### src/rtl/power_wake_defs.vh
// Purpose: constants for the power and wake control block
// Assumes: 100 MHz core clock, Avalon-MM word addressing
// Notes: bit positions and reset values of the control word
`ifndef POWER_WAKE_DEFS_VH
`define POWER_WAKE_DEFS_VH
`define PWC_ADDR_CTRL 2'h0
`define PWC_ADDR_SIDE 2'h1
`define PWC_BIT_READY 7
`define PWC_BIT_SUSP_HI 6
`define PWC_BIT_SUSP_LO 5
`define PWC_BIT_PHYRST 4
`define PWC_BIT_LANWK 3
`define PWC_BIT_PHYWK 2
`define PWC_BIT_CAUSE_HI 1
`define PWC_BIT_CAUSE_LO 0
`define PWC_SIDE_EEWAKE 0
`define PWC_SIDE_XTAL 1
`define PWC_SIDE_SKIPREF 2
`define PWC_SIDE_RCLR_EN 3
`define PWC_SIDE_RCLR_ST 4
`define PWC_SUSP_RESET 2'h2
`define PWC_SUSP_ZERO 2'h0
`define PWC_SUSP_ONE 2'h1
`define PWC_SUSP_THREE 2'h3
`define PWC_RCLR_EN_RESET 1'h1
`define PWC_CLK_MHZ 100
`define PWC_PHYRST_MIN_MS 4
`define PWC_PHYRST_EXT_MS 128
`endif

### src/rtl/power_wake_control.v
// Purpose: ready flag, suspend select, self-timed phy reset, wake enables and causes
// Assumes: single clock, synchronous active-low reset, Avalon-MM slave
// Notes: external event inputs are double registered before use
// Contract
// ready held low until phy operational
// ready held low during config loading
// suspend select bits 6:5 default 10b
// unconfigured state forces suspend select 10b
// encodings 00..11; states zero, one alike
// software selects only state two unconfigured
// phy reset bit holds reset 4 ms
// phy reset self-clears; writes ignored while set
// setting phy reset drops ready immediately
// analog reference wait extends hold 128 ms
// software sets phy reset after state two
// bit 3 lan wake enable, default 0
// bit 2 phy wake enable, default 0
// resume may clear both wake enables
// cause bits 1:0, write one clears
// bit0 phy wake, bit1 frame wakes
// energy flag from energy-efficient rx/tx wakes
// several cause bits may be set
// cause set only when event enabled
// resume may clear frame cause bit
// no clear with suspend select change
// crystal default reloads on resets
// only device-initiated resumes clear statuses
// ready is read only
//
// The address map and the Avalon-MM register port were chosen for this implementation.
`timescale 1ns/1ps
`include "power_wake_defs.vh"
module power_wake_control #(
  parameter PHYRST_MIN_CYC = `PWC_PHYRST_MIN_MS * `PWC_CLK_MHZ * 1000,
  parameter PHYRST_EXT_CYC = `PWC_PHYRST_EXT_MS * `PWC_CLK_MHZ * 1000
)(
  input wire core_clk_i,
  input wire rst_b_i,
  input wire light_reset_i,
  input wire [1:0] avs_address_i,
  input wire avs_read_i,
  input wire avs_write_i,
  input wire [31:0] avs_writedata_i,
  input wire [3:0] avs_byteenable_i,
  output reg [31:0] avs_readdata_o,
  output reg avs_waitrequest_o,
  input wire config_loading_i,
  input wire dev_unconfigured_i,
  input wire phy_operational_i,
  input wire crystal_default_i,
  input wire resume_done_i,
  input wire resume_by_device_i,
  input wire phy_irq_event_i,
  input wire lan_frame_event_i,
  input wire energy_eff_rx_wake_i,
  input wire energy_eff_tx_wake_i,
  output reg ready_o,
  output reg [1:0] suspend_select_o,
  output reg phy_reset_o,
  output reg crystal_sleep_disable_o,
  output reg lan_wake_enable_o,
  output reg phy_irq_wake_enable_o
);
  localparam ST_IDLE = 3'b001;
  localparam ST_HOLD = 3'b010;
  localparam ST_WAIT = 3'b100;
  localparam NSYNC = 7;

  // an extended hold simply waits longer; the count register covers the longer one
  reg [23:0] hold_cnt_reg;
  reg [2:0] state_reg;
  reg [1:0] suspend_reg;
  reg lan_wk_reg;
  reg phy_wk_reg;
  reg [1:0] cause_reg;
  reg ee_flag_reg;
  reg xtal_reg;
  reg skip_ref_reg;
  reg rclr_en_reg;
  reg rclr_st_reg;
  reg [NSYNC-1:0] sync1_reg;
  reg [NSYNC-1:0] sync2_reg;
  reg [NSYNC-1:0] sync2_d_reg;
  reg ack_reg;

  wire [NSYNC-1:0] async_in;
  wire [NSYNC-1:0] rise;
  wire loading_s;
  wire unconf_s;
  wire phy_op_s;
  wire resume_s;
  wire dev_res_s;
  wire phy_ev_s;
  wire lan_ev_s;
  wire eerx_s;
  wire eetx_s;
  wire wr_ctrl;
  wire wr_side;
  wire dev_resume;
  wire [23:0] hold_target;

  // returns true when the given byte lane is enabled for this write
  function lane_on;
    input [3:0] be;
    input integer lane;
    begin
      lane_on = be[lane];
    end
  endfunction

  // event and status pins come from other domains, so each passes two flops
  assign async_in = {energy_eff_tx_wake_i, energy_eff_rx_wake_i, lan_frame_event_i,
    phy_irq_event_i, resume_done_i, phy_operational_i, config_loading_i};
  genvar gi;
  generate
    for (gi = 0; gi < NSYNC; gi = gi + 1)
    begin : g_sync
      always @(posedge core_clk_i)
      begin
        if (!rst_b_i)
        begin
          sync1_reg[gi] <= 1'b0;
          sync2_reg[gi] <= 1'b0;
          sync2_d_reg[gi] <= 1'b0;
        end
        else
        begin
          sync1_reg[gi] <= async_in[gi];
          sync2_reg[gi] <= sync1_reg[gi];
          sync2_d_reg[gi] <= sync2_reg[gi];
        end
      end
      assign rise[gi] = sync2_reg[gi] & ~sync2_d_reg[gi];
    end
  endgenerate

  // separate synchroniser pair for the two level inputs outside the vector
  reg unconf1_reg;
  reg unconf2_reg;
  reg devres1_reg;
  reg devres2_reg;
  always @(posedge core_clk_i)
  begin
    if (!rst_b_i)
    begin
      unconf1_reg <= 1'b0;
      unconf2_reg <= 1'b0;
      devres1_reg <= 1'b0;
      devres2_reg <= 1'b0;
    end
    else
    begin
      unconf1_reg <= dev_unconfigured_i;
      unconf2_reg <= unconf1_reg;
      devres1_reg <= resume_by_device_i;
      devres2_reg <= devres1_reg;
    end
  end

  assign loading_s = sync2_reg[0];
  assign phy_op_s = sync2_reg[1];
  assign resume_s = rise[2];
  assign phy_ev_s = rise[3];
  assign lan_ev_s = rise[4];
  assign eerx_s = rise[5];
  assign eetx_s = rise[6];
  assign unconf_s = unconf2_reg;
  assign dev_res_s = devres2_reg;
  assign dev_resume = resume_s & dev_res_s;

  // a write completes in the cycle where waitrequest is low with the request present
  assign wr_ctrl = avs_write_i & ~avs_waitrequest_o & (avs_address_i == `PWC_ADDR_CTRL);
  assign wr_side = avs_write_i & ~avs_waitrequest_o & (avs_address_i == `PWC_ADDR_SIDE);

  assign hold_target = skip_ref_reg ? PHYRST_MIN_CYC[23:0] : PHYRST_EXT_CYC[23:0];

  // phy reset sequencer: hold, then wait for the phy to report operational
  always @(posedge core_clk_i)
  begin
    if (!rst_b_i)
    begin
      state_reg <= ST_HOLD;
      hold_cnt_reg <= 24'h000000;
    end
    else
    begin
      case (state_reg)
        ST_IDLE:
        begin
          hold_cnt_reg <= 24'h000000;
          if (wr_ctrl && lane_on(avs_byteenable_i, 0) && avs_writedata_i[`PWC_BIT_PHYRST])
          begin
            state_reg <= ST_HOLD;
          end
        end
        ST_HOLD:
        begin
          // writes are not looked at here, so a second request is ignored
          hold_cnt_reg <= hold_cnt_reg + 24'h000001;
          if (hold_cnt_reg >= hold_target - 24'h000001)
          begin
            state_reg <= ST_WAIT;
          end
        end
        ST_WAIT:
        begin
          if (phy_op_s)
          begin
            state_reg <= ST_IDLE;
          end
        end
        default:
        begin
          state_reg <= ST_IDLE;
        end
      endcase
    end
  end

  // control bits that software writes and the resume logic may clear
  always @(posedge core_clk_i)
  begin
    if (!rst_b_i)
    begin
      suspend_reg <= `PWC_SUSP_RESET;
      lan_wk_reg <= 1'b0;
      phy_wk_reg <= 1'b0;
      skip_ref_reg <= 1'b0;
      rclr_en_reg <= `PWC_RCLR_EN_RESET;
      rclr_st_reg <= 1'b0;
    end
    else
    begin
      if (unconf_s)
      begin
        suspend_reg <= `PWC_SUSP_RESET;
      end
      else if (wr_ctrl && lane_on(avs_byteenable_i, 0))
      begin
        suspend_reg <= avs_writedata_i[`PWC_BIT_SUSP_HI:`PWC_BIT_SUSP_LO];
      end
      if (dev_resume && rclr_en_reg)
      begin
        lan_wk_reg <= 1'b0;
        phy_wk_reg <= 1'b0;
      end
      else if (wr_ctrl && lane_on(avs_byteenable_i, 0))
      begin
        lan_wk_reg <= avs_writedata_i[`PWC_BIT_LANWK];
        phy_wk_reg <= avs_writedata_i[`PWC_BIT_PHYWK];
      end
      if (wr_side && lane_on(avs_byteenable_i, 0))
      begin
        skip_ref_reg <= avs_writedata_i[`PWC_SIDE_SKIPREF];
        rclr_en_reg <= avs_writedata_i[`PWC_SIDE_RCLR_EN];
        rclr_st_reg <= avs_writedata_i[`PWC_SIDE_RCLR_ST];
      end
    end
  end

  // crystal default is re-captured after either reset, never taken under reset itself
  reg xtal_load_reg;
  always @(posedge core_clk_i)
  begin
    if (!rst_b_i)
    begin
      xtal_reg <= 1'b1;
      xtal_load_reg <= 1'b1;
    end
    else if (light_reset_i)
    begin
      xtal_load_reg <= 1'b1;
    end
    else if (xtal_load_reg)
    begin
      xtal_reg <= crystal_default_i;
      xtal_load_reg <= 1'b0;
    end
    else if (wr_side && lane_on(avs_byteenable_i, 0))
    begin
      xtal_reg <= avs_writedata_i[`PWC_SIDE_XTAL];
    end
  end

  // wake causes: events set, write-one clears; a set in the same cycle wins
  always @(posedge core_clk_i)
  begin
    if (!rst_b_i)
    begin
      cause_reg <= 2'h0;
      ee_flag_reg <= 1'b0;
    end
    else
    begin
      if (phy_ev_s && phy_wk_reg)
      begin
        cause_reg[0] <= 1'b1;
      end
      else if (wr_ctrl && lane_on(avs_byteenable_i, 0) && avs_writedata_i[`PWC_BIT_CAUSE_LO])
      begin
        cause_reg[0] <= 1'b0;
      end
      if (lan_ev_s && lan_wk_reg)
      begin
        cause_reg[1] <= 1'b1;
      end
      else if (dev_resume && rclr_st_reg)
      begin
        cause_reg[1] <= 1'b0;
      end
      else if (wr_ctrl && lane_on(avs_byteenable_i, 0) && avs_writedata_i[`PWC_BIT_CAUSE_HI])
      begin
        cause_reg[1] <= 1'b0;
      end
      if ((eerx_s && (suspend_reg == `PWC_SUSP_ZERO || suspend_reg == `PWC_SUSP_ONE
          || suspend_reg == `PWC_SUSP_THREE)) || (eetx_s && suspend_reg == `PWC_SUSP_THREE))
      begin
        ee_flag_reg <= 1'b1;
      end
      else if (dev_resume && rclr_st_reg)
      begin
        ee_flag_reg <= 1'b0;
      end
      else if (wr_side && lane_on(avs_byteenable_i, 0) && avs_writedata_i[`PWC_SIDE_EEWAKE])
      begin
        ee_flag_reg <= 1'b0;
      end
    end
  end

  // one wait cycle per access keeps read data registered; unmapped reads give zero
  always @(posedge core_clk_i)
  begin
    if (!rst_b_i)
    begin
      ack_reg <= 1'b0;
      avs_waitrequest_o <= 1'b1;
      avs_readdata_o <= 32'h00000000;
    end
    else
    begin
      ack_reg <= (avs_read_i | avs_write_i) & avs_waitrequest_o & ~ack_reg;
      avs_waitrequest_o <= ~((avs_read_i | avs_write_i) & avs_waitrequest_o & ~ack_reg);
      avs_readdata_o <= 32'h00000000;
      if (avs_read_i && avs_address_i == `PWC_ADDR_CTRL)
      begin
        avs_readdata_o <= {24'h000000, ready_o, suspend_reg, state_reg != ST_IDLE,
          lan_wk_reg, phy_wk_reg, cause_reg};
      end
      else if (avs_read_i && avs_address_i == `PWC_ADDR_SIDE)
      begin
        avs_readdata_o <= {27'h0000000, rclr_st_reg, rclr_en_reg, skip_ref_reg,
          xtal_reg, ee_flag_reg};
      end
    end
  end

  // registered outputs; ready falls the cycle the phy reset request is taken
  always @(posedge core_clk_i)
  begin
    if (!rst_b_i)
    begin
      ready_o <= 1'b0;
      suspend_select_o <= `PWC_SUSP_RESET;
      phy_reset_o <= 1'b1;
      crystal_sleep_disable_o <= 1'b1;
      lan_wake_enable_o <= 1'b0;
      phy_irq_wake_enable_o <= 1'b0;
    end
    else
    begin
      if (wr_ctrl && lane_on(avs_byteenable_i, 0) && avs_writedata_i[`PWC_BIT_PHYRST])
      begin
        ready_o <= 1'b0;
      end
      else
      begin
        ready_o <= (state_reg == ST_IDLE) & ~loading_s & phy_op_s;
      end
      suspend_select_o <= suspend_reg;
      phy_reset_o <= (state_reg == ST_HOLD);
      crystal_sleep_disable_o <= xtal_reg;
      lan_wake_enable_o <= lan_wk_reg;
      phy_irq_wake_enable_o <= phy_wk_reg;
    end
  end
endmodule // power_wake_control

### config.mk
export PLATFORM = sky130hd
export DESIGN_NAME = power_wake_control
export DESIGN_NICKNAME = d
export VERILOG_FILES = /design/src/rtl/power_wake_control.v
export VERILOG_INCLUDE_DIRS = /design/src /design/src/rtl
export SDC_FILE = /design/constraint.sdc
export NUM_CORES = 1
export LEC_CHECK = 0
export BUFFER_PORTS_ARGS = -buffer_cell sky130_fd_sc_hd__buf_4
export CAP_MARGIN = 20
export CELL_PAD_IN_SITES_DETAIL_PLACEMENT = 1
export CELL_PAD_IN_SITES_GLOBAL_PLACEMENT = 1
export CORE_UTILIZATION = 41
export CTS_BUF_LIST = sky130_fd_sc_hd__clkbuf_2
export CTS_CLUSTER_SIZE = 14
export DETAILED_ROUTE_END_ITERATION = 6
export GPL_ROUTABILITY_DRIVEN = 0
export GPL_TIMING_DRIVEN = 1
export PLACE_DENSITY = 0.88
export SYNTH_ARGS = -nofsm -noshare
export SYNTH_HDL_FRONTEND = slang
export SYNTH_SLANG_ARGS = --single-unit
### constraint.sdc
create_clock -name core_clk_i -period 2.5 [get_ports core_clk_i]
set_input_delay 0.75 -clock core_clk_i [delete_from_list [all_inputs] [get_ports core_clk_i]]
set_output_delay 0.75 -clock core_clk_i [all_outputs]
set_load 0.01 [all_outputs]
==> reports/qor.txt, run 1 <==
Outcome = finished clean
H-tree levels = 3
Vias per cell = 5.24
Top delay family on crit path = simple AND/OR/NAND/NOR gates
CTS tree = done
Antenna Nets Post-Route = 0
Number of flops mapped to enable cells by yosys = 0
Synth Area per Inst = 9.32 um^2
Final Util = 0.477
Endpoints failing setup = 0
ANT cells = 0
Clock skew = 0.0265 ns
Fin crit period = 2.21 ns
GR Layer Usage met1 = 0.221
Required @ worst endpoint = 2.98 ns
Async SR Flop Fraction = 0
Final net count = 477
Hold WS = 0.400 ns
GR peak layer = met2
Arrival time worst endpoint = 2.69 ns
Largest net degree at the start of global routing = 48
HPWL after detailed placement = 5510 um
Max incr delay on CP = 0.47 ns
Post-Place Setup Slack = 0.316 ns
Clock Sinks = 79
Clock Latency Late Sink = 0.55 ns
Crit-path max FO = 10
Worst path cell trace = ha_1 -> or4b_1 -> nor3_1 -> nand3_1 -> a32oi_2 -> mux2i_1
Grt met2 use = 0.306
Global-route wire length before repair = 12600 um
Cell variety after synth = 52
Yosys reg bits = 79
TritonCTS Buffers = 9
Starting density of the core = 0.425
Hold Vio Cnt, Final = 0
Clock transition at path regs = 0.22 ns
Overall global routing resource usage = 0.181
Mapped Cells = 377
Max Clock Freq = 452 MHz
Row count = 33
LEAKAGE = 1.66 nW
Pwr dens = 655 mW/mm^2
Final period util = 0.885
Worst Hold Class = input pin to flip-flop
Worst reg2reg setup slack = 0.29 ns
Register area share after synthesis = 0.450
Clk buf depth = 2
Max VDD drop = 0.249 mV
Design area = 0.00394 mm^2
Worst setup margin = 0.286 ns
RSZ-0062 raised after global routing = no
Aggregate global routing overflow = 0
I/O Pins = 93
Post_cts resized = 0
Pre-antenna DRT Iters = 6
Root Buffer = clkbuf_2
Initial antenna violation count = 0
Setup_tns = 0 ns
Critical path's slowest cell = dfxtp_1
Residual DRC = 0
Vias post-DR = 2745
Die X = 94.6 um
DIE HEIGHT = 94.6 um
MaxCap Viol Count = 0
Share of cells above drive strength 1 = 0.162
Buf/Inv on CP = 0
Vias in the first global route = 2720
Area of the mapped netlist = 0.00351 mm^2
Grt met3 use = 0.0483
Worst slew pin tran = 0.680 ns
Area grow syn2layout = 12.2%
Tot Pwr = 2.58 mW
DR WL/cell = 14.8 um
Post-Layout Cell Count = 524
Core Area = 0.00826 mm^2
Total number of yosys warnings = 0
Setup crit end kind = flip-flop
Placed cells = 508
Initial DRC count = 106
Die area = 0.00894 mm^2
Critical path class = flip-flop to flip-flop
Predominant post-synthesis flop cell = dfxtp_1
Hold-fix buffers at CTS = 0
Max-slew headroom = 0.545
Dpl cell area = 0.00381 mm^2
Max FFs per register = 24
CP startpoint kind = flip-flop
Setup bufs post-CTS = 0
Count of pins over their slew limit = 0
# port buffers = 40
Post-Route WL = 7780 um
-- layout by cell type, fill, tap and decap left out, types with 9 or more instances in the layout --
master / netlist / routed
and2_1: 41 / 41
nor2_1: 13 / 13
conb_1: 1 / 24
inv_1: 9 / 9
mux2i_1: 17 / 17
a21oi_1: 10 / 10
buf_4: 24 / 42
dfxtp_1: 79 / 79
o21ai_0: 11 / 11
nand2_1: 40 / 40
ha_1: 10 / 10
nand3_1: 18 / 18
clkbuf_2: 0 / 9
-- routing by layer --
metal / up-vias / wire length [um]
li1: 1341 / -
met1: 1322 / 3530
met2: 65 / 3770
met3: 17 / 304
met4: 0 / 176
met5: - / 0
-- cell usage after synthesis, drive strengths merged, types with 2 or more instances --
library cell	number	area [um^2]
and4b	2	20.0
nor2	13	48.8
nand4b	2	17.5
a21boi	7	52.6
nor3b	6	50.1
nor4	5	31.3
clkbuf	11	41.3
nand2b	3	18.8
ha	10	125
and2	41	257
mux2i	17	170
dfxtp	79	1580
a21oi	10	50.1
and3	5	31.3
nand4	5	37.5
nor3	8	50.1
and4	3	26.3
a2111oi	2	36.3
nand2	40	150
o41ai	2	17.5
nand3b	6	45.0
inv	9	33.8
nor2b	4	25.0
o211ai	3	22.5
buf	29	209
a31oi	4	25.0
o21ai	11	55.1
a21o	4	30.0
o21a	3	22.5
nand3	18	90.1
-- final timing paths --
check	start	to	cells after the start
worst max register to register	skip_ref_reg	state_reg[2]	6
worst min-delay path	energy_eff_tx_wake_i	sync1_reg[6]	2
worst max-delay path	skip_ref_reg	state_reg[2]	6
worst min register to register	ack_reg	ack_reg	1
-- where the power goes --
| part | total [mW] | switching, mW | internal, mW |
|---|---|---|---|
| Clock | 0.724 | 0.483 | 0.241 |
| Sequential | 1.39 | 0.0611 | 1.33 |
| Combinational | 0.469 | 0.268 | 0.201 |
-- cell type report --
| class | count | area, um^2 |
|---|---|---|
| clock buffer | 9 | 45.0 |
| clock inverter | 7 | 80.1 |
| fill | 973 | 4320 |
| inverter | 9 | 33.8 |
| multi-input combinational | 272 | 1730 |
| sequential | 79 | 1580 |
| tap | 105 | 131 |
| timing repair buffer | 43 | 335 |
-- kinds of logic (layout without fill, tap and decap cells) --
group,Yosys count,count (layout),share of synthesized area
and+or+nand+nor,166,166,0.269
AOI/OAI and AO/OA,54,54,0.112
buffers and inverters,49,68,0.0809
adders and majority gates,10,10,0.0356
other,1,24,0.00107
DFF,79,79,0.450
muxes,18,18,0.0517
-- worst reg2reg max path, cell delays in order, from the launching register on --
cell and delay (ns):
dfxtp_1 0.47, ha_1 0.33, or4b_1 0.42, nor3_1 0.25
nand3_1 0.17, a32oi_2 0.33, mux2i_1 0.21
Note: power is estimated with default switching activity, not from simulation.
==> inputs of run 2 (changes only) <==
BUFFER_PORTS_ARGS = unset   (was -buffer_cell sky130_fd_sc_hd__buf_4)
CORE_UTILIZATION = 48   (was 41)
DONT_BUFFER_PORTS = 1   (was unset)
PLACE_DENSITY = 0.86   (was 0.88)
==> reports/qor.txt, run 2 (synthesis gave the netlist of run 1 again) <==
DIE HEIGHT = 87.5 um (was 94.6 um)
Clock transition at path regs = 0.24 ns (was 0.22 ns)
H-tree levels = 3 (unchanged)
Setup bufs post-CTS = 0 (unchanged)
Most frequent cells in the layout = dfxtp_1 (79), and2_1 (41), nand2_1 (40), conb_1 (24), nand3_1 (18) (was dfxtp_1 (79), buf_4 (42), and2_1 (41), nand2_1 (40), conb_1 (24))
Die area = 0.00766 mm^2 (was 0.00894 mm^2)
Setup crit end kind = flip-flop (unchanged)
I/O Pins = 93 (unchanged)
Final period util = 0.936 (was 0.885)
Starting density of the core = 0.506 (was 0.425)
Endpoints failing setup = 0 (unchanged)
Post-Place Setup Slack = 0.384 ns (was 0.316 ns)
Residual DRC = 0 (unchanged)
Count of pins over their slew limit = 0 (unchanged)
Aggregate global routing overflow = 0 (unchanged)
Clock Latency Late Sink = 0.53 ns (was 0.55 ns)
DR WL/cell = 15.6 um (was 14.8 um)
LEAKAGE = 1.46 nW (was 1.66 nW)
Post_cts resized = 0 (unchanged)
Crit-path max FO = 7 (was 10)
Row count = 30 (was 33)
Root Buffer = clkbuf_2 (unchanged)
Hold Vio Cnt, Final = 0 (unchanged)
TritonCTS Buffers = 9 (unchanged)
MaxCap Viol Count = 0 (unchanged)
Arrival time worst endpoint = 2.82 ns (was 2.69 ns)
RSZ-0062 raised after global routing = no (unchanged)
Final net count = 437 (was 477)
Largest net degree at the start of global routing = 73 (was 48)
Outcome = finished clean (unchanged)
Global-route wire length before repair = 12000 um (was 12600 um)
ANT cells = 0 (unchanged)
HPWL after detailed placement = 5230 um (was 5510 um)
Die X = 87.5 um (was 94.6 um)
Worst Hold Class = input pin to flip-flop (unchanged)
Vias per cell = 5.44 (was 5.24)
Clock skew = 0.0133 ns (was 0.0265 ns)
Overall global routing resource usage = 0.205 (was 0.181)
Pre-antenna DRT Iters = 4 (was 6)
Fin crit period = 2.34 ns (was 2.21 ns)
Critical path class = flip-flop to flip-flop (unchanged)
Vias in the first global route = 2541 (was 2720)
Share of cells above drive strength 1 = 0.0739 (was 0.162)
Commonest non-fill, non-tap cell in the layout = dfxtp_1 (unchanged)
Initial antenna violation count = 0 (unchanged)
Clock Sinks = 79 (unchanged)
CP startpoint kind = flip-flop (unchanged)
Antenna Nets Post-Route = 0 (unchanged)
Hold-fix buffers at CTS = 0 (unchanged)
Core Area = 0.00694 mm^2 (was 0.00826 mm^2)
Post-Route WL = 7400 um (was 7780 um)
Initial DRC count = 81 (was 106)
Required @ worst endpoint = 2.98 ns (about the same)
Max FFs per register = 24 (unchanged)
Max-slew headroom = 0.563 (was 0.545)
Worst setup margin = 0.161 ns (was 0.286 ns)
CTS tree = done (unchanged)
Max Clock Freq = 428 MHz (was 452 MHz)
Pwr dens = 678 mW/mm^2 (was 655 mW/mm^2)
# port buffers = 0 (was 40)
Setup_tns = 0 ns (unchanged)
Max VDD drop = 0.274 mV (was 0.249 mV)
Area grow syn2layout = 2.39% (was 12.2%)
Vias post-DR = 2585 (was 2745)
Worst slew pin tran = 0.653 ns (was 0.680 ns)
Clk buf depth = 2 (unchanged)
## run 2: changes by cell type in the layout (fill, tap and decap cells not counted)
cell / before / now
inv_6: 2 / 5
buf_12: 1 / 0
clkinv_4: 2 / 0
clkinv_2: 0 / 1
inv_8: 0 / 1
buf_4: 42 / 3
clkinvlp_4: 2 / 0
bufinv_16: 1 / 0
## run 2: worst max-delay path, cell delays in order, from the launching register on
cell     delay (ns)
dfxtp_1        0.45
ha_1           0.33
or4b_1         0.47
nor3_1         0.31
nand3_1        0.18
a32oi_2        0.33
mux2i_1        0.22
## run 2: layout make-up
| type | instances | area [um^2] |
|---|---|---|
| flip-flops and latches | 79 | 1580 |
| repair buffers | 3 | 22.5 |
| fillers | 825 | 3350 |
| well taps | 96 | 120 |
| inverters | 9 | 33.8 |
| clock buffers | 9 | 45.0 |
| clock inverters | 7 | 60.1 |
| multi-input cells | 272 | 1730 |
## run 2: path summary, 6_finish.rpt
kind | startpoint | to | slack (ns) | depth (start not counted)
max | skip_ref_reg | state_reg[0] | 0.16 | 6
min | avs_address_i[0] | avs_readdata_o[6] | 0.25 | 1
max reg2reg | skip_ref_reg | state_reg[0] | 0.16 | 6
min reg2reg | loading_s | ready_o | 0.42 | 1
## run 2: report_power, final
group	total (mW)	internal [mW]	switching [mW]
logic	0.387	0.161	0.227
clock network	0.655	0.156	0.499
registers	1.40	1.33	0.0680
total	2.44	1.65	0.793
## run 2: metrics by stage
stage,util,power [mW],hold slack [ns],instance area [um^2],cells
global route,0.518,2.57,0.193,3600,475
CTS,0.518,2.46,0.222,3600,475
floorplan,-,1.77,0.381,3600,400
detailed placement,0.503,1.81,0.398,3490,459
finish,0.518,2.44,0.246,3600,475
global placement,0.503,1.79,0.393,3490,459
## run 2: per-layer routing
metal | global-route usage | wire length, um
met1 | 0.242 | 3240
met3 | 0.0471 | 325
met4 | 0.0730 | 89
met2 | 0.364 | 3740
met5 | 0 | 0
